## config.mk

```make
export PLATFORM = sky130hd
export DESIGN_NAME = dts_trigger_seq
export DESIGN_NICKNAME = d
export VERILOG_FILES = /design/src/rtl/dts_match_prio.v /design/src/rtl/dts_trigger_seq.v
export VERILOG_INCLUDE_DIRS = /design/src /design/src/include
export SDC_FILE = /design/constraint.sdc
export NUM_CORES = 1
export LEC_CHECK = 0
export ABC_AREA = 0
export BUFFER_PORTS_ARGS = -buffer_cell sky130_fd_sc_hd__buf_4
export CAP_MARGIN = 15
export CORE_MARGIN = 2
export CORE_UTILIZATION = 50
export DETAILED_ROUTE_END_ITERATION = 10
export PLACE_DENSITY = 0.7
export SLEW_MARGIN = 20
export SYNTH_ARGS = -nofsm -noshare
export SYNTH_HDL_FRONTEND = slang
export SYNTH_SLANG_ARGS = --single-unit
export TNS_END_PERCENT = 20
```

## constraint.sdc

```tcl
create_clock -name core_clk -period 7.4 [get_ports core_clk]
set_input_delay 1.85 -clock core_clk [delete_from_list [all_inputs] [get_ports core_clk]]
set_output_delay 1.85 -clock core_clk [all_outputs]
set_load 0.005 [all_outputs]
```

## src/include/dts_defines.vh

```
// Register offsets, field positions and reset values of the debug trigger sequencer
`ifndef DTS_DEFINES_VH
`define DTS_DEFINES_VH
`define DTS_OFF_CTRL     8'h00
`define DTS_OFF_STATUS   8'h04
`define DTS_OFF_MASK     8'h08
`define DTS_OFF_STATE    8'h0C
`define DTS_OFF_SCTL1    8'h10
`define DTS_OFF_SCTL2    8'h14
`define DTS_OFF_SCTL3    8'h18
`define DTS_OFF_COMPEN   8'h1C
`define DTS_OFF_IRQST    8'h20
`define DTS_OFF_IRQMSK   8'h24
`define DTS_OFF_CMP0     8'h40
`define DTS_OFF_CMP1     8'h44
`define DTS_OFF_CMP2     8'h48
`define DTS_OFF_CMP3     8'h4C
`define DTS_CTRL_ARM     7
`define DTS_CTRL_IMMEDIATE_TRIGGER_BIT    6
`define DTS_CTRL_BRK     4
`define DTS_CTRL_ALN_LO  0
`define DTS_CTRL_ALN_HI  1
`define DTS_CTRL_RANGE   2
`define DTS_ALN_BEGIN    2'h0
`define DTS_ALN_MID      2'h1
`define DTS_ALN_END      2'h2
`define DTS_ST_ARMED     2'h0
`define DTS_ST_S1        2'h1
`define DTS_ST_S2        2'h2
`define DTS_ST_S3        2'h3
`define DTS_SEQ_IDLE     3'h0
`define DTS_SEQ_S1       3'h1
`define DTS_SEQ_S2       3'h2
`define DTS_SEQ_S3       3'h3
`define DTS_SEQ_FINAL    3'h4
`define DTS_SCTL_RST     16'h0000
`define DTS_TRACE_CNT    8'h40
`define DTS_IRQ_IMMEDIATE_TRIGGER_BIT     0
`define DTS_IRQ_DISARM   1
`define DTS_IRQ_BRK      2
`endif

```

## src/rtl/dts_match_prio.v

```verilog
// Comparator match priority encoder with range-mode suppression
module dts_match_prio #(
   parameter NCH = 4
) (
   // Raw matches, already qualified by channel enable
   input  wire [NCH-1:0] match_raw,
   input  wire           range_mode,
   // Per-channel next state select of the active state
   input  wire [4*NCH-1:0] sel_in,
   // Winner
   output reg            hit,
   output reg  [1:0]     chan,
   output reg  [3:0]     sel
);
   reg [NCH-1:0] m;
   integer i;
   always @* begin
      m    = match_raw;
      hit  = 1'b0;
      chan = 2'h0;
      sel  = 4'h0;
      // A with C in range
      if (range_mode && m[0] && m[2]) begin
         m[2] = 1'b0;
      end
      // lowest channel
      for (i = NCH - 1; i >= 0; i = i - 1) begin
         if (m[i]) begin
            hit  = 1'b1;
            chan = i[1:0];
            sel  = sel_in[4*i +: 4];
         end
      end
      // final state wins, either select bit three or two leads there
      for (i = NCH - 1; i >= 0; i = i - 1) begin
         if (m[i] && (sel_in[4*i+3] || sel_in[4*i+2])) begin
            chan = i[1:0];
            sel  = sel_in[4*i +: 4];
         end
      end
   end
endmodule // dts_match_prio

```

## src/rtl/dts_trigger_seq.v

```verilog
// Debug trigger qualification and state sequencer with AXI4-Lite registers
// Summary of operation
// A forced comparator match moves the sequencer to its next state at once and sets the matching status flag.
// The next state for each trigger comes from the state control setting of the active state.
// Forced triggers are raised on the cycle the matching address is on the bus, ahead of a later tag hit.
// Fetch matches tag the instruction, the core returns a tag hit at execution, which advances the sequencer.
// Writing one to the immediate trigger bit under begin or mid alignment sends the sequencer to final state.
// Under end alignment the immediate trigger disarms the module and ends the session.
// With breakpoints on, the immediate trigger requests a breakpoint at once (end) or after tracing (begin, mid).
// Of simultaneous triggers only the highest priority one acts; the rest are lost.
// Among simultaneous comparator matches the lowest channel number wins.
// A simultaneous match whose next state select leads to final state wins over all others.
// In range mode a joint A and C match gives only the first match and suppresses the third.
// A software arm write in the same cycle as a hardware disarm leaves armed cleared.
// While disarmed all triggers but an immediate trigger in the arming write are ignored, and the sequencer holds until a write sets the arm bit.
`include "dts_defines.vh"
module dts_trigger_seq #(
   parameter NCH   = 4,
   parameter AW    = 16
) (
   // Clock and reset
   input  wire          core_clk,
   input  wire          rst_n,
   // Core address bus and instruction queue
   input  wire [AW-1:0] cpu_addr,
   input  wire          cpu_addr_valid,
   input  wire          cpu_fetch,
   input  wire [NCH-1:0] core_tag_hit,
   output reg  [NCH-1:0] tag_req,
   output reg           brk_req,
   output reg  [2:0]    seq_state,
   output reg           irq,
   // AXI4-Lite slave
   input  wire [7:0]    s_axi_awaddr,
   input  wire          s_axi_awvalid,
   output reg           s_axi_awready,
   input  wire [31:0]   s_axi_wdata,
   input  wire [3:0]    s_axi_wstrb,
   input  wire          s_axi_wvalid,
   output reg           s_axi_wready,
   output reg  [1:0]    s_axi_bresp,
   output reg           s_axi_bvalid,
   input  wire          s_axi_bready,
   input  wire [7:0]    s_axi_araddr,
   input  wire          s_axi_arvalid,
   output reg           s_axi_arready,
   output reg  [31:0]   s_axi_rdata,
   output reg  [1:0]    s_axi_rresp,
   output reg           s_axi_rvalid,
   input  wire          s_axi_rready
);
   // Registers
   reg [7:0]      ctrl_reg;
   reg [NCH-1:0]  flags_reg;
   reg [15:0]     sctl1_reg;
   reg [15:0]     sctl2_reg;
   reg [15:0]     sctl3_reg;
   reg [NCH-1:0]  comp_en_reg;
   reg [NCH-1:0]  tag_mode_reg;
   reg [2:0]      irq_st_reg;
   reg [2:0]      irq_msk_reg;
   reg [2:0]      state_reg;
   reg [2:0]      state_next;
   reg [AW-1:0]   cmp_addr_reg [0:NCH-1];
   reg            pend_brk_reg;
   reg [7:0]      trace_cnt_reg;
   reg            immediate_trigger_bit_flag_reg;
   // AXI write capture
   reg            aw_have_reg;
   reg            w_have_reg;
   reg [7:0]      aw_addr_reg;
   reg [31:0]     w_data_reg;
   reg [3:0]      w_strb_reg;
   wire           wr_go = aw_have_reg && w_have_reg && !s_axi_bvalid;
   wire           rd_go = s_axi_arvalid && s_axi_arready;
   wire           wr_ctrl = wr_go && aw_addr_reg == `DTS_OFF_CTRL && w_strb_reg[0];
   wire           armed = ctrl_reg[`DTS_CTRL_ARM];
   // Trigger write carries its own alignment and breakpoint enable
   wire [1:0]     align = w_data_reg[`DTS_CTRL_ALN_HI:`DTS_CTRL_ALN_LO];
   wire           imm_immediate_trigger_bit = wr_ctrl && w_data_reg[`DTS_CTRL_IMMEDIATE_TRIGGER_BIT];
   // Compare channels
   wire [NCH-1:0] addr_hit;
   wire [NCH-1:0] forced_m;
   wire [NCH-1:0] tagged_m;
   genvar g;
   generate
      for (g = 0; g < NCH; g = g + 1) begin : g_cmp
         assign addr_hit[g] = armed && comp_en_reg[g] && cpu_addr_valid && cpu_addr == cmp_addr_reg[g];
         // forced on address
         assign forced_m[g] = addr_hit[g] && !tag_mode_reg[g];
         // tag hit returns
         assign tagged_m[g] = armed && comp_en_reg[g] && tag_mode_reg[g] && core_tag_hit[g];
      end
   endgenerate
   // Next-state select table of the active state
   reg [15:0] sctl_cur;
   always @* begin
      // select by state
      case (state_reg)
         `DTS_SEQ_S1: sctl_cur = sctl1_reg;
         `DTS_SEQ_S2: sctl_cur = sctl2_reg;
         `DTS_SEQ_S3: sctl_cur = sctl3_reg;
         default:     sctl_cur = sctl1_reg;
      endcase
   end
   wire        f_hit;
   wire [1:0]  f_chan;
   wire [3:0]  f_sel;
   wire        t_hit;
   wire [1:0]  t_chan;
   wire [3:0]  t_sel;
   dts_match_prio #(.NCH(NCH)) u_forced (
      .match_raw  (forced_m),
      .range_mode (ctrl_reg[`DTS_CTRL_RANGE]),
      .sel_in     (sctl_cur),
      .hit        (f_hit),
      .chan       (f_chan),
      .sel        (f_sel)
   );
   dts_match_prio #(.NCH(NCH)) u_tagged (
      .match_raw  (tagged_m),
      .range_mode (ctrl_reg[`DTS_CTRL_RANGE]),
      .sel_in     (sctl_cur),
      .hit        (t_hit),
      .chan       (t_chan),
      .sel        (t_sel)
   );
   // Sequencer decision
   reg        hw_disarm;
   reg        set_flag;
   reg [1:0]  flag_chan;
   reg        brk_now;
   reg        brk_defer;
   always @* begin
      state_next = state_reg;
      hw_disarm  = 1'b0;
      set_flag   = 1'b0;
      flag_chan  = 2'h0;
      brk_now    = 1'b0;
      brk_defer  = 1'b0;
      // one trigger acts
      if (imm_immediate_trigger_bit && (armed || w_data_reg[`DTS_CTRL_ARM])) begin
         if (align == `DTS_ALN_END) begin
            // end alignment disarm
            hw_disarm  = 1'b1;
            state_next = `DTS_SEQ_IDLE;
            // immediate breakpoint
            brk_now    = w_data_reg[`DTS_CTRL_BRK];
         end else begin
            // straight to final
            state_next = `DTS_SEQ_FINAL;
            brk_defer  = w_data_reg[`DTS_CTRL_BRK];
         end
      end else if (!armed || state_reg == `DTS_SEQ_FINAL || state_reg == `DTS_SEQ_IDLE) begin
         // hold while disarmed
         state_next = state_reg;
      end else if (f_hit || t_hit) begin
         // forced advance and flag
         set_flag  = 1'b1;
         flag_chan = f_hit ? f_chan : t_chan;
         case (f_hit ? f_sel[3:2] : t_sel[3:2])
            2'h0: state_next = {1'b0, (f_hit ? f_sel[1:0] : t_sel[1:0])};
            default: state_next = `DTS_SEQ_FINAL;
         endcase
         if (state_next == `DTS_SEQ_IDLE) begin
            state_next = state_reg;
         end
         if (state_next == `DTS_SEQ_FINAL) begin
            brk_defer = ctrl_reg[`DTS_CTRL_BRK];
         end
      end
   end
   wire trace_done = state_reg == `DTS_SEQ_FINAL && trace_cnt_reg == 8'h00;
   wire [2:0] irq_ev = {brk_now || (pend_brk_reg && trace_done), hw_disarm || trace_done, set_flag || imm_immediate_trigger_bit};
   wire rd_irqst = rd_go && s_axi_araddr == `DTS_OFF_IRQST;
   wire rd_stat  = rd_go && s_axi_araddr == `DTS_OFF_STATUS;
   reg [31:0] rd_mux;
   always @* begin
      case (s_axi_araddr)
         `DTS_OFF_CTRL:   rd_mux = {24'h00_0000, ctrl_reg};
         `DTS_OFF_STATUS: rd_mux = {27'h000_0000, immediate_trigger_bit_flag_reg, flags_reg};
         `DTS_OFF_MASK:   rd_mux = {28'h000_0000, tag_mode_reg};
         `DTS_OFF_STATE:  rd_mux = {29'h000_0000, state_reg};
         `DTS_OFF_SCTL1:  rd_mux = {16'h0000, sctl1_reg};
         `DTS_OFF_SCTL2:  rd_mux = {16'h0000, sctl2_reg};
         `DTS_OFF_SCTL3:  rd_mux = {16'h0000, sctl3_reg};
         `DTS_OFF_COMPEN: rd_mux = {28'h000_0000, comp_en_reg};
         `DTS_OFF_IRQST:  rd_mux = {29'h000_0000, irq_st_reg};
         `DTS_OFF_IRQMSK: rd_mux = {29'h000_0000, irq_msk_reg};
         `DTS_OFF_CMP0, `DTS_OFF_CMP1, `DTS_OFF_CMP2, `DTS_OFF_CMP3:
            rd_mux = {{(32-AW){1'b0}}, cmp_addr_reg[s_axi_araddr[3:2]]};
         default:         rd_mux = 32'h0000_0000;
      endcase
   end
   integer k;
   always @(posedge core_clk or negedge rst_n) begin
      if (!rst_n) begin
         s_axi_awready <= 1'b0;
         s_axi_wready  <= 1'b0;
         s_axi_bvalid  <= 1'b0;
         s_axi_bresp   <= 2'h0;
         s_axi_arready <= 1'b0;
         s_axi_rvalid  <= 1'b0;
         s_axi_rresp   <= 2'h0;
         s_axi_rdata   <= 32'h0000_0000;
         aw_have_reg   <= 1'b0;
         w_have_reg    <= 1'b0;
         aw_addr_reg   <= 8'h00;
         w_data_reg    <= 32'h0000_0000;
         w_strb_reg    <= 4'h0;
         ctrl_reg      <= 8'h00;
         flags_reg     <= {NCH{1'b0}};
         immediate_trigger_bit_flag_reg <= 1'b0;
         sctl1_reg     <= `DTS_SCTL_RST;
         sctl2_reg     <= `DTS_SCTL_RST;
         sctl3_reg     <= `DTS_SCTL_RST;
         comp_en_reg   <= {NCH{1'b0}};
         tag_mode_reg  <= {NCH{1'b0}};
         irq_st_reg    <= 3'h0;
         irq_msk_reg   <= 3'h0;
         state_reg     <= `DTS_SEQ_IDLE;
         pend_brk_reg  <= 1'b0;
         trace_cnt_reg <= 8'h00;
         tag_req       <= {NCH{1'b0}};
         brk_req       <= 1'b0;
         seq_state     <= `DTS_SEQ_IDLE;
         irq           <= 1'b0;
         for (k = 0; k < NCH; k = k + 1) begin
            cmp_addr_reg[k] <= {AW{1'b0}};
         end
      end else begin
         // Write channel capture, either order
         s_axi_awready <= !aw_have_reg && !s_axi_awready && s_axi_awvalid;
         s_axi_wready  <= !w_have_reg && !s_axi_wready && s_axi_wvalid;
         if (s_axi_awvalid && s_axi_awready) begin
            aw_have_reg <= 1'b1;
            aw_addr_reg <= s_axi_awaddr;
         end
         if (s_axi_wvalid && s_axi_wready) begin
            w_have_reg <= 1'b1;
            w_data_reg <= s_axi_wdata;
            w_strb_reg <= s_axi_wstrb;
         end
         if (wr_go) begin
            aw_have_reg  <= 1'b0;
            w_have_reg   <= 1'b0;
            s_axi_bvalid <= 1'b1;
            s_axi_bresp  <= (aw_addr_reg > `DTS_OFF_CMP3) ? 2'h2 : 2'h0;
            case (aw_addr_reg)
               `DTS_OFF_SCTL1:  sctl1_reg   <= w_data_reg[15:0];
               `DTS_OFF_SCTL2:  sctl2_reg   <= w_data_reg[15:0];
               `DTS_OFF_SCTL3:  sctl3_reg   <= w_data_reg[15:0];
               `DTS_OFF_MASK:   tag_mode_reg <= w_data_reg[NCH-1:0];
               `DTS_OFF_COMPEN: comp_en_reg <= w_data_reg[NCH-1:0];
               `DTS_OFF_IRQMSK: irq_msk_reg <= w_data_reg[2:0];
               `DTS_OFF_CMP0, `DTS_OFF_CMP1, `DTS_OFF_CMP2, `DTS_OFF_CMP3:
                  cmp_addr_reg[aw_addr_reg[3:2]] <= w_data_reg[AW-1:0];
               default: ;
            endcase
         end else if (s_axi_bvalid && s_axi_bready) begin
            s_axi_bvalid <= 1'b0;
         end
         // Read channel
         s_axi_arready <= !s_axi_arready && !s_axi_rvalid && s_axi_arvalid;
         if (rd_go) begin
            s_axi_rvalid <= 1'b1;
            s_axi_rdata  <= rd_mux;
            s_axi_rresp  <= (s_axi_araddr > `DTS_OFF_CMP3) ? 2'h2 : 2'h0;
         end else if (s_axi_rvalid && s_axi_rready) begin
            s_axi_rvalid <= 1'b0;
         end
         // disarm wins
         if (wr_ctrl) begin
            ctrl_reg <= {w_data_reg[7] && !hw_disarm && !trace_done, 1'b0, w_data_reg[5:0]};
         end else if (hw_disarm || trace_done) begin
            ctrl_reg[`DTS_CTRL_ARM] <= 1'b0;
         end
         // Arming without an immediate trigger starts the sequencer in state one
         if (wr_ctrl && w_data_reg[`DTS_CTRL_ARM] && !armed && !imm_immediate_trigger_bit) begin
            state_reg     <= `DTS_SEQ_S1;
            flags_reg     <= {NCH{1'b0}};
            immediate_trigger_bit_flag_reg <= 1'b0;
         end else if (trace_done && !imm_immediate_trigger_bit) begin
            state_reg <= `DTS_SEQ_IDLE;
         end else begin
            state_reg <= state_next;
         end
         if (state_next == `DTS_SEQ_FINAL && state_reg != `DTS_SEQ_FINAL) begin
            trace_cnt_reg <= `DTS_TRACE_CNT;
         end else if (state_reg == `DTS_SEQ_FINAL && trace_cnt_reg != 8'h00) begin
            trace_cnt_reg <= trace_cnt_reg - 8'h01;
         end
         // status flag set
         if (set_flag) begin
            flags_reg[flag_chan] <= 1'b1;
         end
         if (imm_immediate_trigger_bit) begin
            immediate_trigger_bit_flag_reg <= 1'b1;
         end
         // deferred breakpoint
         if (brk_defer) begin
            pend_brk_reg <= 1'b1;
         end else if (trace_done || !armed) begin
            pend_brk_reg <= 1'b0;
         end
         brk_req <= brk_now || (pend_brk_reg && trace_done);
         // tag fetched opcodes
         tag_req   <= addr_hit & tag_mode_reg & {NCH{cpu_fetch}};
         seq_state <= state_reg;
         irq_st_reg <= (rd_irqst ? 3'h0 : irq_st_reg) | irq_ev;
         irq        <= |(irq_st_reg & irq_msk_reg);
      end
   end
endmodule // dts_trigger_seq

```

Word level (Yosys, flattened, before mapping)
Cells that the tools add are included.
{"block": "totals", "regBits": 227, "inputBits": 81, "out_inout_bits": 50, "wordCells": 307}
{"block": "classes", "n_addsub": 1, "order_cmp": 7, "n_eq_ne": 34, "muxes": 105, "n_bitwise": 7, "reduce_logical": 118}
{"operator": "$pmux W16 S11", "count": 1}
{"operator": "$mux W4", "count": 18}
{"operator": "$logic_and A1 B1 Y1", "count": 66}
{"operator": "$bwmux W64", "count": 1}
{"operator": "$eq A16 B16 Y1", "count": 4}
{"operator": "$eq A8 B5 Y1 const B", "count": 8}
{"operator": "$eq A8 B7 Y1 const B", "count": 8}
{"operator": "$mux W16", "count": 3}
{"operator": "$mux W2", "count": 24}
{"operator": "$mux W3", "count": 15}
{"operator": "$mux W1", "count": 37}
{"operator": "$bmux W16 S2", "count": 1}
{"operator": "$demux W16 S2", "count": 1}
{"operator": "$pmux W16 S2", "count": 1}
{"operator": "$eq A8 B4 Y1 const B", "count": 3}
{"operator": "$eq A8 B6 Y1 const B", "count": 3}
{"operator": "$logic_not A8 Y1", "count": 3}
{"operator": "$gt A8 B7 Y1 const B", "count": 2}
{"operator": "$mux W8", "count": 2}
{"operator": "$reduce_bool A2 Y1", "count": 8}
{"operator": "$logic_not A1 Y1", "count": 15}
{"operator": "$reduce_and A2 Y1", "count": 7}
{"operator": "$logic_or A1 B1 Y1", "count": 12}
{"operator": "$eq A3 B3 Y1 const B", "count": 3}
{"operator": "other kinds (20)", "count": 26}

Logic depth before layout (Yosys ltp)
Gate-level depths: netlist of the first run.
{"block": "logic_depth", "ltp_word": 31, "mapped_depth": 12, "depth_no_buf": 10}

Cells and area by module
A second synthesis of the first run with hierarchy kept.
{"block": "hier_totals", "hier_cells": 1005, "area_unflattened_um2": 11364.6}
{"module": "dts_trigger_seq", "instances": 1, "cells_per_inst": 887, "area_each_um2": 10639.0}
{"module": "dts_match_prio", "instances": 2, "cells_per_inst": 59, "area_each_um2": 362.8}

Worst setup path before layout of the first run
No wires, ideal clock.
{"block": "synth_timing", "kind": "input-to-reg", "start": "input cpu_addr[11]", "end": "register trace_cnt_reg[6]", "arrival_ns": 4.314, "setup_slack_ns": 2.967, "stages": 12, "path_buffers": 2, "path_cell_list": "buf_2 > xor2_1 > nor4_1 > nand3b_1 > or3_1 > clkbuf_1 > nand2b_1 > o2111a_1 > nand2b_1 > a211oi_1 > o21bai_4 > a31o_1"}
{"block": "synth_via", "elab_chain_cells": 30}
{"item": "start: declaration", "line": "dts_trigger_seq.v:25", "source": "input wire [AW-1:0] cpu_addr,"}
{"item": "$eq A16 B16 Y1", "line": "dts_trigger_seq.v:88", "source": "assign addr_hit[g] = armed && comp_en_reg[g] && cpu_addr_valid && cpu_addr == cmp_addr_reg[g];"}
{"item": "$logic_and A1 B1 Y1", "line": "dts_trigger_seq.v:88"}
{"item": "$logic_and A1 B1 Y1", "line": "dts_trigger_seq.v:90", "source": "assign forced_m[g] = addr_hit[g] && !tag_mode_reg[g];"}
{"item": "$logic_and A1 B1 Y1 (2 in series)", "line": "dts_match_prio.v:23", "source": "if (range_mode && m[0] && m[2]) begin"}
{"item": "$mux W1", "line": "dts_match_prio.v:23"}
{"item": "$mux W4 (3 in series)", "line": "dts_match_prio.v:28", "source": "if (m[i]) begin"}
{"item": "$mux W4 (4 in series)", "line": "dts_match_prio.v:36", "source": "if (m[i] && (sel_in[4*i+3] || sel_in[4*i+2])) begin"}
{"item": "$mux W2", "line": "dts_trigger_seq.v:161", "source": "case (f_hit ? f_sel[3:2] : t_sel[3:2])"}
{"item": "[8 not listed]"}
{"item": "$mux W3", "line": "dts_trigger_seq.v:154", "source": "end else if (!armed || state_reg == `DTS_SEQ_FINAL || state_reg == `DTS_SEQ_IDLE) begin"}
{"item": "$mux W3", "line": "dts_trigger_seq.v:142", "source": "if (imm_immediate_trigger_bit && (armed || w_data_reg[`DTS_CTRL_ARM])) begin"}
{"item": "$mux W3 (*)", "line": "dts_trigger_seq.v:157", "source": "end else if (f_hit || t_hit) begin"}
{"item": "$mux W3 (*)", "line": "dts_trigger_seq.v:154"}
{"item": "$mux W3 (*)", "line": "dts_trigger_seq.v:142"}
{"item": "$eq A3 B3 Y1 (no source line) (*)"}
{"item": "$logic_and A1 B1 Y1 (no source line) (*)"}
{"item": "$mux W8 / $reduce_bool A2 Y1 (equally long branches)"}
{"item": "end signal: assignment", "line": "dts_trigger_seq.v:289", "source": "trace_cnt_reg <= `DTS_TRACE_CNT;"}
{"item": "end signal: assignment", "line": "dts_trigger_seq.v:291", "source": "trace_cnt_reg <= trace_cnt_reg - 8'h01;"}
{"item": "end: declaration", "line": "dts_trigger_seq.v:66", "source": "reg [7:0] trace_cnt_reg;"}
Every way passes the cells marked *; elsewhere a longest branch is shown, timed or not. The select of a mux whose other input is x is not followed.
A chain may end at the register's enable or synchronous reset.

Worst setup path in the final report of the first run
{"block": "layout_timing", "start": "input cpu_addr[13]", "end": "register trace_cnt_reg[7]"}
Same word-level chain as after synthesis.

==> results of run 1 <==
area by class of cell:
class,count,area [um2],share of cell area
Clock buffer,30,662,0.0525
Clock inverter,12,141,0.0112
Inverter,13,48.8,0.00387
Multi-Input combinational cell,665,5410,0.429
Sequential cell,209,5230,0.415
Tap cell,280,350,0.0278
Timing Repair Buffer,101,764,0.0606
cell families (layout without fill, tap and decap cells):
family,count (synthesis),in the layout
AND/OR/NAND/NOR,242,242
flip-flops,209,209
multiplexers,183,183
AO/OA/AOI/OAI,154,154
buffers and inverters,70,156
XOR/XNOR,67,67
adder cells (fa/ha/maj),1,1
other,1,18
critical path, cell delays in order:
cell	delay [ns]
buf_4	0.13
xor2_1	0.18
a2111oi_2	0.35
o2111ai_1	0.32
nor4_2	0.68
nand2b_1	0.21
o221a_2	0.20
o2111ai_1	0.17
and3_1	0.20
nor3_2	0.49
a31oi_1	0.18
per-stage QoR:
| step | instance area [um2] | worst slack [ns] |
|---|---|---|
| 3_5_place_dp | 11800 | 2.25 |
| 6_report | 12600 | 2.78 |
| 2_1_floorplan | 11000 | 2.97 |
| 5_1_grt | 12600 | 2.55 |
| 3_3_place_gp | 11800 | 2.32 |
| 4_1_cts | 12600 | 2.79 |
worst max-delay path by stage:
stage	from	endpoint	slack [ns]	cells after the start
2_1_floorplan	cpu_addr[11]	trace_cnt_reg[6]	2.97	12
3_3_place_gp	cpu_addr[13]	trace_cnt_reg[7]	2.32	11
6_report	cpu_addr[13]	trace_cnt_reg[7]	2.78	11
4_1_cts	cpu_addr[13]	trace_cnt_reg[7]	2.79	11
3_5_place_dp	cpu_addr[13]	trace_cnt_reg[7]	2.25	11
5_1_grt	cpu_addr[13]	trace_cnt_reg[7]	2.55	11
synthesized netlist by cell type, types with 4 or more instances:
cell type,count,area [um2]
xor2_1,56,490
a22oi_1,32,240
mux2_2,157,1770
a22o_1,21,184
and3_1,5,31.3
nor4b_1,4,35.0
nor3_1,23,115
dfrtp_1,209,5230
nand2b_1,10,62.6
nand3_1,18,90.1
nand2_1,67,251
nand4_1,12,75.1
nor3b_1,9,67.6
xnor2_1,11,96.3
or3_1,8,50.1
inv_1,13,48.8
mux2i_1,10,100
nor2b_1,7,43.8
o221ai_1,4,35.0
nand3b_1,7,52.6
nor2_1,36,135
nor4_1,13,81.3
o21ai_0,21,105
buf_4,18,135
a31oi_1,9,56.3
o31ai_1,7,52.6
a21oi_1,12,60.1
a211oi_1,5,37.5
o211ai_1,5,37.5
a21o_1,5,37.5
clkbuf_1,33,124
mux4_2,16,360
a222oi_1,6,60.1
routing by layer:
metal	part of all wire	wire length (um)	track usage
met5	0	0	0
met4	0.018	531	0.0574
met3	0.065	1960	0.0305
met2	0.47	14100	0.424
met1	0.45	13500	0.393
power breakdown:
part | switching (mW) | internal, mW
Combinational | 0.253 | 0.302
Sequential | 0.331 | 1.35
Clock | 0.475 | 0.734
==> out/summary.txt, run 1 <==
Die ar. -> 0.0230 mm2
max reg flops -> 64
Worst Hold Path EP -> s_axi_arready
final setup vio count -> 0
DIE WIDTH -> 152 um
Cells after Synth -> 927
WP data required -> 7.76 ns
largest net degree at the start of global routing -> 79
Max Fclk -> 217 MHz
Rows -> 54
largest family of logic cells by synthesized area -> multiplexers
mux share of post-synthesis cell area -> 0.204
Clock Latency Late Sink -> 0.52 ns
Ys Warns -> 0
max-slew violations -> 0
leakage -> 6.00 nW
total number of vias -> 8,101
overall routing resource usage -> 0.266
layout net count -> 1,095
post-route insts no fill -> 1,310
Routed Antenna Nets -> 0
vias in the first global route -> 7,817
commonest cells after routing, fill and taps aside -> dfrtp_1 (209), mux2_2 (157), buf_4 (100)
P&R area growth vs syn -> 15.7%
power per cell area -> 273 mW/mm2
Async SR Flop Fraction -> 1.00
drt wl/cell -> 23.0 um
Crit Reg-Reg Startpoint -> state_reg[0]
PortBufs -> 93
Post-synth top flop -> dfrtp_1
TritonCTS clock tree -> yes
Max-Cap Viols -> 0
Crit. End Element -> flip-flop
complex-gate fraction of the synthesized area -> 0.107
r2r endpoint -> trace_cnt_reg[7]
final hold violation count -> 0
syn_area_per_cell -> 11.8 um2
diodes inserted -> 0
WHS -> 0.460 ns
I/O Pins -> 131
vias per std cell -> 6.18
setup TNS -> 0 ns
Seq/Total Area, Yosys -> 0.480
Mapped Area -> 0.0109 mm2
DRC -> 0
CTS clk-pin slew, worst paths -> 0.06 ns
Yosys cell types -> 67
total grt overflow -> 0
1st-iter DRT viols -> 802
Num Clock Sinks -> 209
dpl hpwl -> 21,400 um
PostCTS Resize Cnt -> 0
Initial DRT Pass Iterations -> 5
drt total wl -> 30,100 um
Cells on Worst Hold Path -> 1
Die Height -> 152 um
RSZ-0062 raised after global routing -> no
# fillers -> 1,829
Total Power -> 3.45 mW
Root Driver -> clkbuf_16
initial antenna violation count -> 0
CP startpoint kind -> primary input
Tcrit/Tclk final -> 0.624
total setup buffers inserted after CTS -> 0
Hold Crit Class -> reg -> reg
Post-Synth XOR/XNOR Area -> 0.0538
Critical Path AT -> 4.97 ns
Final GP Congestion -> 0.950
Worst Skew -> 0.0119 ns
Hold Buf Count CTS -> 0
R2R Setup Slk -> 3.65 ns
Worst-Margin Slew -> 1.05 ns
number of synthesized flops with an enable pin -> 0
H-tree levels -> 1
worst min-delay path startpoint -> s_axi_rvalid
relative slew slack -> 0.298
initial core utilization -> 0.504
critical-path maximum fanout -> 9
Max VDD drop -> 201 uV
ratio of cells with drive above 1 in the final layout -> 0.325
minimum clock period -> 4.62 ns
first-pass GRT wire length -> 46,100 um
Finished Core Util -> 0.583
WS Path Type -> in -> reg
Simple-Gate Fraction of Synth Area -> 0.123
placed cell count -> 1,268
Max clock buf depth -> 3
Adder-Cell Fraction of Synth Area -> 0.00115
outcome -> completed
Synth Register Bits -> 209
leading cell type in the layout, fill and taps excluded -> dfrtp_1
total CTS buffers -> 23
R2R depth -> 10
core area -> 0.0216 mm2
(Power assumes the default switching activity.)
==> inputs of run 2 (changes only) <==
PLACE_DENSITY = 0.73   (was 0.7)
clock period = 4 ns   (was 7.4 ns; I/O delays follow)
==> run 2 against run 1 <==
Sequential cell count did not move. Combinational power rose by 95%. Worst setup slack lost 2.4 ns. Clock power increased by 78%. Largest cell class unchanged. Critical path depth is 3 higher. Register-to-register slack worse by 3.0 ns. Design area rose by 2.9%. Non-clock buffer count rose by 52. Sequential share of layout area fell by 1.2 points. Hold slack got worse by 0.0071 ns.
==> out/summary.txt, run 2 (synthesis results as in run 1) <==
outcome -> completed (unchanged)
Rows -> 54 (unchanged)
ratio of cells with drive above 1 in the final layout -> 0.352 (was 0.325)
Root Driver -> clkbuf_16 (unchanged)
CP bufs+invs -> 4 (was 1)
Max Fclk -> 278 MHz
initial core utilization -> 0.504 (unchanged)
Int Power -> 4.39 mW (was 2.39 mW)
PostCTS Resize Cnt -> 0 (unchanged)
Crit. End Element -> flip-flop (unchanged)
Clock Latency Late Sink -> 0.51 ns (was 0.52 ns)
Max VDD drop -> 348 uV (was 201 uV)
DIE WIDTH -> 152 um (unchanged)
Critical Path AT -> 3.99 ns (was 4.97 ns)
Worst path slowest cell -> nor4b_1 (was nor4_2)
DRC -> 0 (unchanged)
family with the most delay on the worst path -> simple AND/OR/NAND/NOR gates (unchanged)
Worst Skew -> 0.00735 ns (was 0.0119 ns)
Clock Power Share -> 0.339 (was 0.351)
1st-iter DRT viols -> 717 (was 802)
Comb power frac -> 0.171 (was 0.161)
switching power -> 1.94 mW (was 1.06 mW)
CTS clk-pin slew, worst paths -> 0.06 ns (about the same)
H-tree levels -> 1 (unchanged)
minimum clock period -> 3.59 ns
largest net degree at the start of global routing -> 76 (was 79)
total number of vias -> 8,281 (was 8,101)
Num Clock Sinks -> 209 (unchanged)
relative slew slack -> 0.272 (was 0.298)
Initial DRT Pass Iterations -> 7 (was 5)
cell area after layout -> 0.0130 mm2 (was 0.0126 mm2)
WS Path Type -> in -> reg (unchanged)
Final GP Congestion -> 0.943 (was 0.950)
final hold violation count -> 0 (unchanged)
sequential power share -> 0.490 (was 0.488)
vias per std cell -> 6.10 (was 6.18)
leading cell type in the layout, fill and taps excluded -> dfrtp_1 (unchanged)
critical-path maximum fanout -> 9 (unchanged)
Worst Slack Setup Final -> 0.408 ns (was 2.78 ns)
pre-CTS WS -> -0.0361 ns (was 2.25 ns)
drt wl/cell -> 22.3 um (was 23.0 um)
Critical Path Most Common Cell -> buf_4 (was o2111ai_1)
initial antenna violation count -> 0 (unchanged)
total CTS buffers -> 22 (was 23)
max-slew violations -> 0 (unchanged)
diodes inserted -> 0 (unchanged)
total setup buffers inserted after CTS -> 0 (unchanged)
Worst-Margin Slew -> 1.09 ns (was 1.05 ns)
Max-Cap Viols -> 0 (unchanged)
Max clock buf depth -> 3 (unchanged)
power per cell area -> 489 mW/mm2 (was 273 mW/mm2)
drt total wl -> 30,300 um (was 30,100 um)
P&R area growth vs syn -> 19.0% (was 15.7%)
core area -> 0.0216 mm2 (unchanged)
I/O Pins -> 131 (unchanged)
final setup vio count -> 0 (unchanged)
first-pass GRT wire length -> 46,900 um (was 46,100 um)
RSZ-0062 raised after global routing -> no (unchanged)
CP startpoint kind -> primary input (unchanged)
Hold Buf Count CTS -> 0 (unchanged)
vias in the first global route -> 8,186 (was 7,817)
layout net count -> 1,146 (was 1,095)
dpl cell area -> 0.0122 mm2 (was 0.0118 mm2)
Hold Crit Class -> reg -> reg (unchanged)
critical-path cell list -> buf_4 > buf_4 > xor2_1 > nor4_1 > nand2_1 > buf_4 > nor4b_1 > nor2_1 > o2111a_1 > a2111o_1 > a211oi_1 > nor3_2 > buf_4 > a31o_1 (was buf_4 > xor2_1 > a2111oi_2 > o2111ai_1 > nor4_2 > nand2b_1 > o221a_2 > o2111ai_1 > and3_1 > nor3_2 > a31oi_1)
overall routing resource usage -> 0.269 (was 0.266)
TritonCTS clock tree -> yes (unchanged)
Die ar. -> 0.0230 mm2 (unchanged)
Routed Antenna Nets -> 0 (unchanged)
PortBufs -> 93 (unchanged)
largest stage delay on the critical path -> 0.43 ns (was 0.68 ns)
max reg flops -> 64 (unchanged)
leakage -> 6.22 nW (was 6.00 nW)
Sw Share -> 0.306 (was 0.307)
total grt overflow -> 0 (unchanged)
commonest cells after routing, fill and taps aside -> dfrtp_1 (209), mux2_2 (157), buf_4 (150) (was dfrtp_1 (209), mux2_2 (157), buf_4 (100))
Tcrit/Tclk final -> 0.898
WP data required -> 4.40 ns (was 7.76 ns)
dpl hpwl -> 22,100 um (was 21,400 um)
Die Height -> 152 um (unchanged)
run 2: cell count changes in the layout (fill, tap and decap cells not counted), sizes merged:
cell	previous run	this run
inv	14	13
buf	100	152
clkinv	7	3
clkbuf	31	33
bufinv	3	2
run 2: per-stage QoR:
step                instances  utilization   TNS, ns  hold WS [ns]  power, mW
detailed placement       1320        0.565   -0.0805         0.446       4.20
global placement         1320        0.565  -0.00400         0.444       4.15
finish                   1358        0.600         0         0.452       6.34
CTS                      1358        0.600         0         0.455       6.36
floorplan                 944            -         0         0.352       3.63
global route             1358        0.600         0         0.484       6.61
run 2: layer usage:
| layer | share of wire | wire length (um) | up-vias | track usage |
|---|---|---|---|---|
| li1 | - | - | 3719 | - |
| met1 | 0.44 | 13300 | 4189 | 0.394 |
| met2 | 0.46 | 14000 | 320 | 0.415 |
| met3 | 0.071 | 2150 | 53 | 0.0404 |
| met4 | 0.029 | 871 | 0 | 0.0861 |
| met5 | 0 | 0 | - | 0 |
run 2: layout make-up:
cell class	count	area, um2
multi-input cells	665	5400
repair buffers	153	1180
clock buffers	32	679
clock inverters	6	82.6
flip-flops and latches	209	5230
fillers	1800	8650
well taps	280	350
inverters	13	48.8
run 2: power groups by stage:
| stage | combinational [mW] | sequential (mW) | clock [mW] |
|---|---|---|---|
| after floorplan | 0.811 | 2.82 | 0 |
| after global placement | 1.05 | 3.10 | 0 |
| after detailed placement | 1.08 | 3.13 | 0 |
| after CTS | 1.09 | 3.09 | 2.19 |
| after global routing | 1.18 | 3.17 | 2.26 |
| final | 1.08 | 3.11 | 2.15 |
run 2: path summary, 6_finish.rpt:
| path | depth (start not counted) | endpoint | start | slack, ns |
|---|---|---|---|---|
| hold / removal | 1 | s_axi_wready | s_axi_wready | 0.45 |
| setup / recovery | 14 | trace_cnt_reg[6] | cpu_addr[13] | 0.41 |
| max in group asynchronous | 2 | trace_cnt_reg[4] | rst_n | 2.70 |
| min in group asynchronous | 1 | w_data_reg[11] | rst_n | 0.49 |
| setup reg to reg | 12 | trace_cnt_reg[6] | cmp_addr_reg[63] | 0.64 |
| hold reg to reg | 1 | s_axi_wready | s_axi_wready | 0.45 |
==> inputs of run 3 (changes only) <==
BUFFER_PORTS_ARGS = -buffer_cell sky130_fd_sc_hd__clkbuf_2   (was -buffer_cell sky130_fd_sc_hd__buf_4)
==> run 3 against run 2 <==
Hold slack worse by 0.0024 ns. Clock power shrank 4%. Via count barely moved. Largest cell class unchanged.
==> out/summary.txt, run 3 (synthesis results as in run 1) <==
outcome -> completed (unchanged)
Crit. End Element -> flip-flop (unchanged)
total setup buffers inserted after CTS -> 0 (unchanged)
initial antenna violation count -> 0 (unchanged)
critical-path maximum fanout -> 9 (unchanged)
Worst-Margin Slew -> 1.01 ns (was 1.09 ns)
start point of the critical path -> cpu_addr[15] (was cpu_addr[13])
Max VDD drop -> 354 uV (was 348 uV)
PostCTS Resize Cnt -> 0 (unchanged)
leakage -> 6.13 nW (was 6.22 nW)
initial core utilization -> 0.504 (unchanged)
first-pass GRT wire length -> 47,200 um (was 46,900 um)
P&R area growth vs syn -> 16.4% (was 19.0%)
leading cell type in the layout, fill and taps excluded -> dfrtp_1 (unchanged)
Worst path slowest cell -> nor4b_1 (unchanged)
GR Util met3 -> 0.0398 (was 0.0404)
Total Power -> 6.24 mW (was 6.34 mW)
RSZ-0062 raised after global routing -> no (unchanged)
met2 usage -> 0.440 (was 0.415)
critical path depth -> 13 (was 14)
total grt overflow -> 0 (unchanged)
minimum clock period -> 3.60 ns (was 3.59 ns)
I/O Pins -> 131 (unchanged)
r2r endpoint -> trace_cnt_reg[6] (unchanged)
R2R depth -> 12 (unchanged)
WP data required -> 4.41 ns (was 4.40 ns)
dpl cell area -> 0.0119 mm2 (was 0.0122 mm2)
TritonCTS clock tree -> yes (unchanged)
CTS clk-pin slew, worst paths -> 0.06 ns (about the same)
setup TNS -> 0 ns (unchanged)
R2R Setup Slk -> 0.64 ns (about the same)
GR peak layer -> met2 (unchanged)
Max-Cap Viols -> 0 (unchanged)
Rows -> 54 (unchanged)
Final GP Congestion -> 0.969 (was 0.943)
Num Clock Sinks -> 209 (unchanged)
Root Driver -> clkbuf_16 (unchanged)
Finished Core Util -> 0.587 (was 0.600)
Hold Buf Count CTS -> 0 (unchanged)
WHS -> 0.450 ns (was 0.452 ns)
critical-path cell list -> clkbuf_2 > xor2_1 > nor4_2 > nand3_1 > buf_4 > nor4b_1 > nor2_1 > o2111a_1 > a2111o_1 > a211oi_1 > nor3_2 > buf_4 > a31o_1 (was buf_4 > buf_4 > xor2_1 > nor4_1 > nand2_1 > buf_4 > nor4b_1 > nor2_1 > o2111a_1 > a2111o_1 > a211oi_1 > nor3_2 > buf_4 > a31o_1)
Crit Reg-Reg Startpoint -> cmp_addr_reg[63] (unchanged)
Tcrit/Tclk final -> 0.900 (was 0.898)
Routed Antenna Nets -> 0 (unchanged)
Critical Path AT -> 4.01 ns (was 3.99 ns)
Critical Path Most Common Cell -> buf_4 (unchanged)
final setup vio count -> 0 (unchanged)
Die Height -> 152 um (unchanged)
CP bufs+invs -> 3 (was 4)
total CTS buffers -> 23 (was 22)
Worst Skew -> 0.0153 ns (was 0.00735 ns)
dpl hpwl -> 22,200 um (was 22,100 um)
Max clock buf depth -> 3 (unchanged)
vias in the first global route -> 8,327 (was 8,186)
family with the most delay on the worst path -> simple AND/OR/NAND/NOR gates (unchanged)
power per cell area -> 492 mW/mm2 (was 489 mW/mm2)
largest stage delay on the critical path -> 0.50 ns (was 0.43 ns)
diodes inserted -> 0 (unchanged)
overall routing resource usage -> 0.272 (was 0.269)
met1 Use GR -> 0.377 (was 0.394)
total number of vias -> 8,289 (was 8,281)
CP startpoint kind -> primary input (unchanged)
cell area after layout -> 0.0127 mm2 (was 0.0130 mm2)
DRC -> 0 (unchanged)
commonest cells after routing, fill and taps aside -> dfrtp_1 (209), mux2_2 (157), clkbuf_2 (92) (was dfrtp_1 (209), mux2_2 (157), buf_4 (150))
Hold Crit Class -> in -> async (was reg -> reg)
1st-iter DRT viols -> 822 (was 717)
Initial DRT Pass Iterations -> 7 (unchanged)
PortBufs -> 93 (unchanged)
H-tree levels -> 1 (unchanged)
max reg flops -> 64 (unchanged)
layout net count -> 1,144 (was 1,146)
core area -> 0.0216 mm2 (unchanged)
vias per std cell -> 6.10 (about the same)
drt wl/cell -> 22.3 um (about the same)
DIE WIDTH -> 152 um (unchanged)
Clock Latency Late Sink -> 0.52 ns (was 0.51 ns)
relative slew slack -> 0.326 (was 0.272)
drt total wl -> 30,300 um (about the same)
ratio of cells with drive above 1 in the final layout -> 0.350 (was 0.352)
max-slew violations -> 0 (unchanged)
final hold violation count -> 0 (unchanged)
WS Path Type -> in -> reg (unchanged)
last element of the critical path -> trace_cnt_reg[6] (unchanged)
Max Fclk -> 278 MHz (about the same)
largest net degree at the start of global routing -> 87 (was 76)
Die ar. -> 0.0230 mm2 (unchanged)
run 3: how the worst min path moves through the flow:
stage | from | cells after the start | slack, ns | end
CTS | rst_n | 1 | 0.46 | cmp_addr_reg[27]
global route | s_axi_awready | 1 | 0.47 | s_axi_awready
floorplan | state_reg[0] | 0 | 0.35 | seq_state[0]
finish | rst_n | 1 | 0.45 | w_data_reg[10]
detailed placement | s_axi_wready | 1 | 0.45 | s_axi_wready
global placement | s_axi_wready | 1 | 0.44 | s_axi_wready
run 3: routing by layer:
layer | vias to the layer above | part of all wire
li1 | 3710 | -
met1 | 4130 | 0.43
met2 | 366 | 0.46
met3 | 83 | 0.075
met4 | 0 | 0.035
met5 | - | 0
run 3: layout make-up:
cell class                      instances  area (um2)
Fill cell                            1823        8930
Multi-Input combinational cell        665        5400
Sequential cell                       209        5230
Timing Repair Buffer                  150         915
Clock buffer                           35         701
Tap cell                              280         350
Inverter                               13        48.8
Clock inverter                          6        41.3
run 3: worst register-to-register path, delay by kind of cell, from the launching register on:
kind / cells / cell delay, ns
DFF: 1 / 0.40
AOI/OAI and AO/OA: 4 / 1.10
buffers and inverters: 2 / 0.35
xor gates and xnor gates: 1 / 0.18
and+or+nand+nor: 5 / 1.24
run 3: stage by stage:
| step | setup WS [ns] | std cells |
|---|---|---|
| finish | 0.402 | 1358 |
| CTS | 0.439 | 1358 |
| global route | 0.250 | 1358 |
| global placement | -0.0694 | 1317 |
| floorplan | 0.417 | 944 |
| detailed placement | -0.0892 | 1317 |
run 3: report_power, final:
group / switching, mW / leakage [nW] / internal, mW
Clock: 0.865 / 0.371 / 1.21
Sequential: 0.608 / 2.77 / 2.50
Combinational: 0.495 / 2.99 / 0.561
Total: 1.97 / 6.13 / 4.27
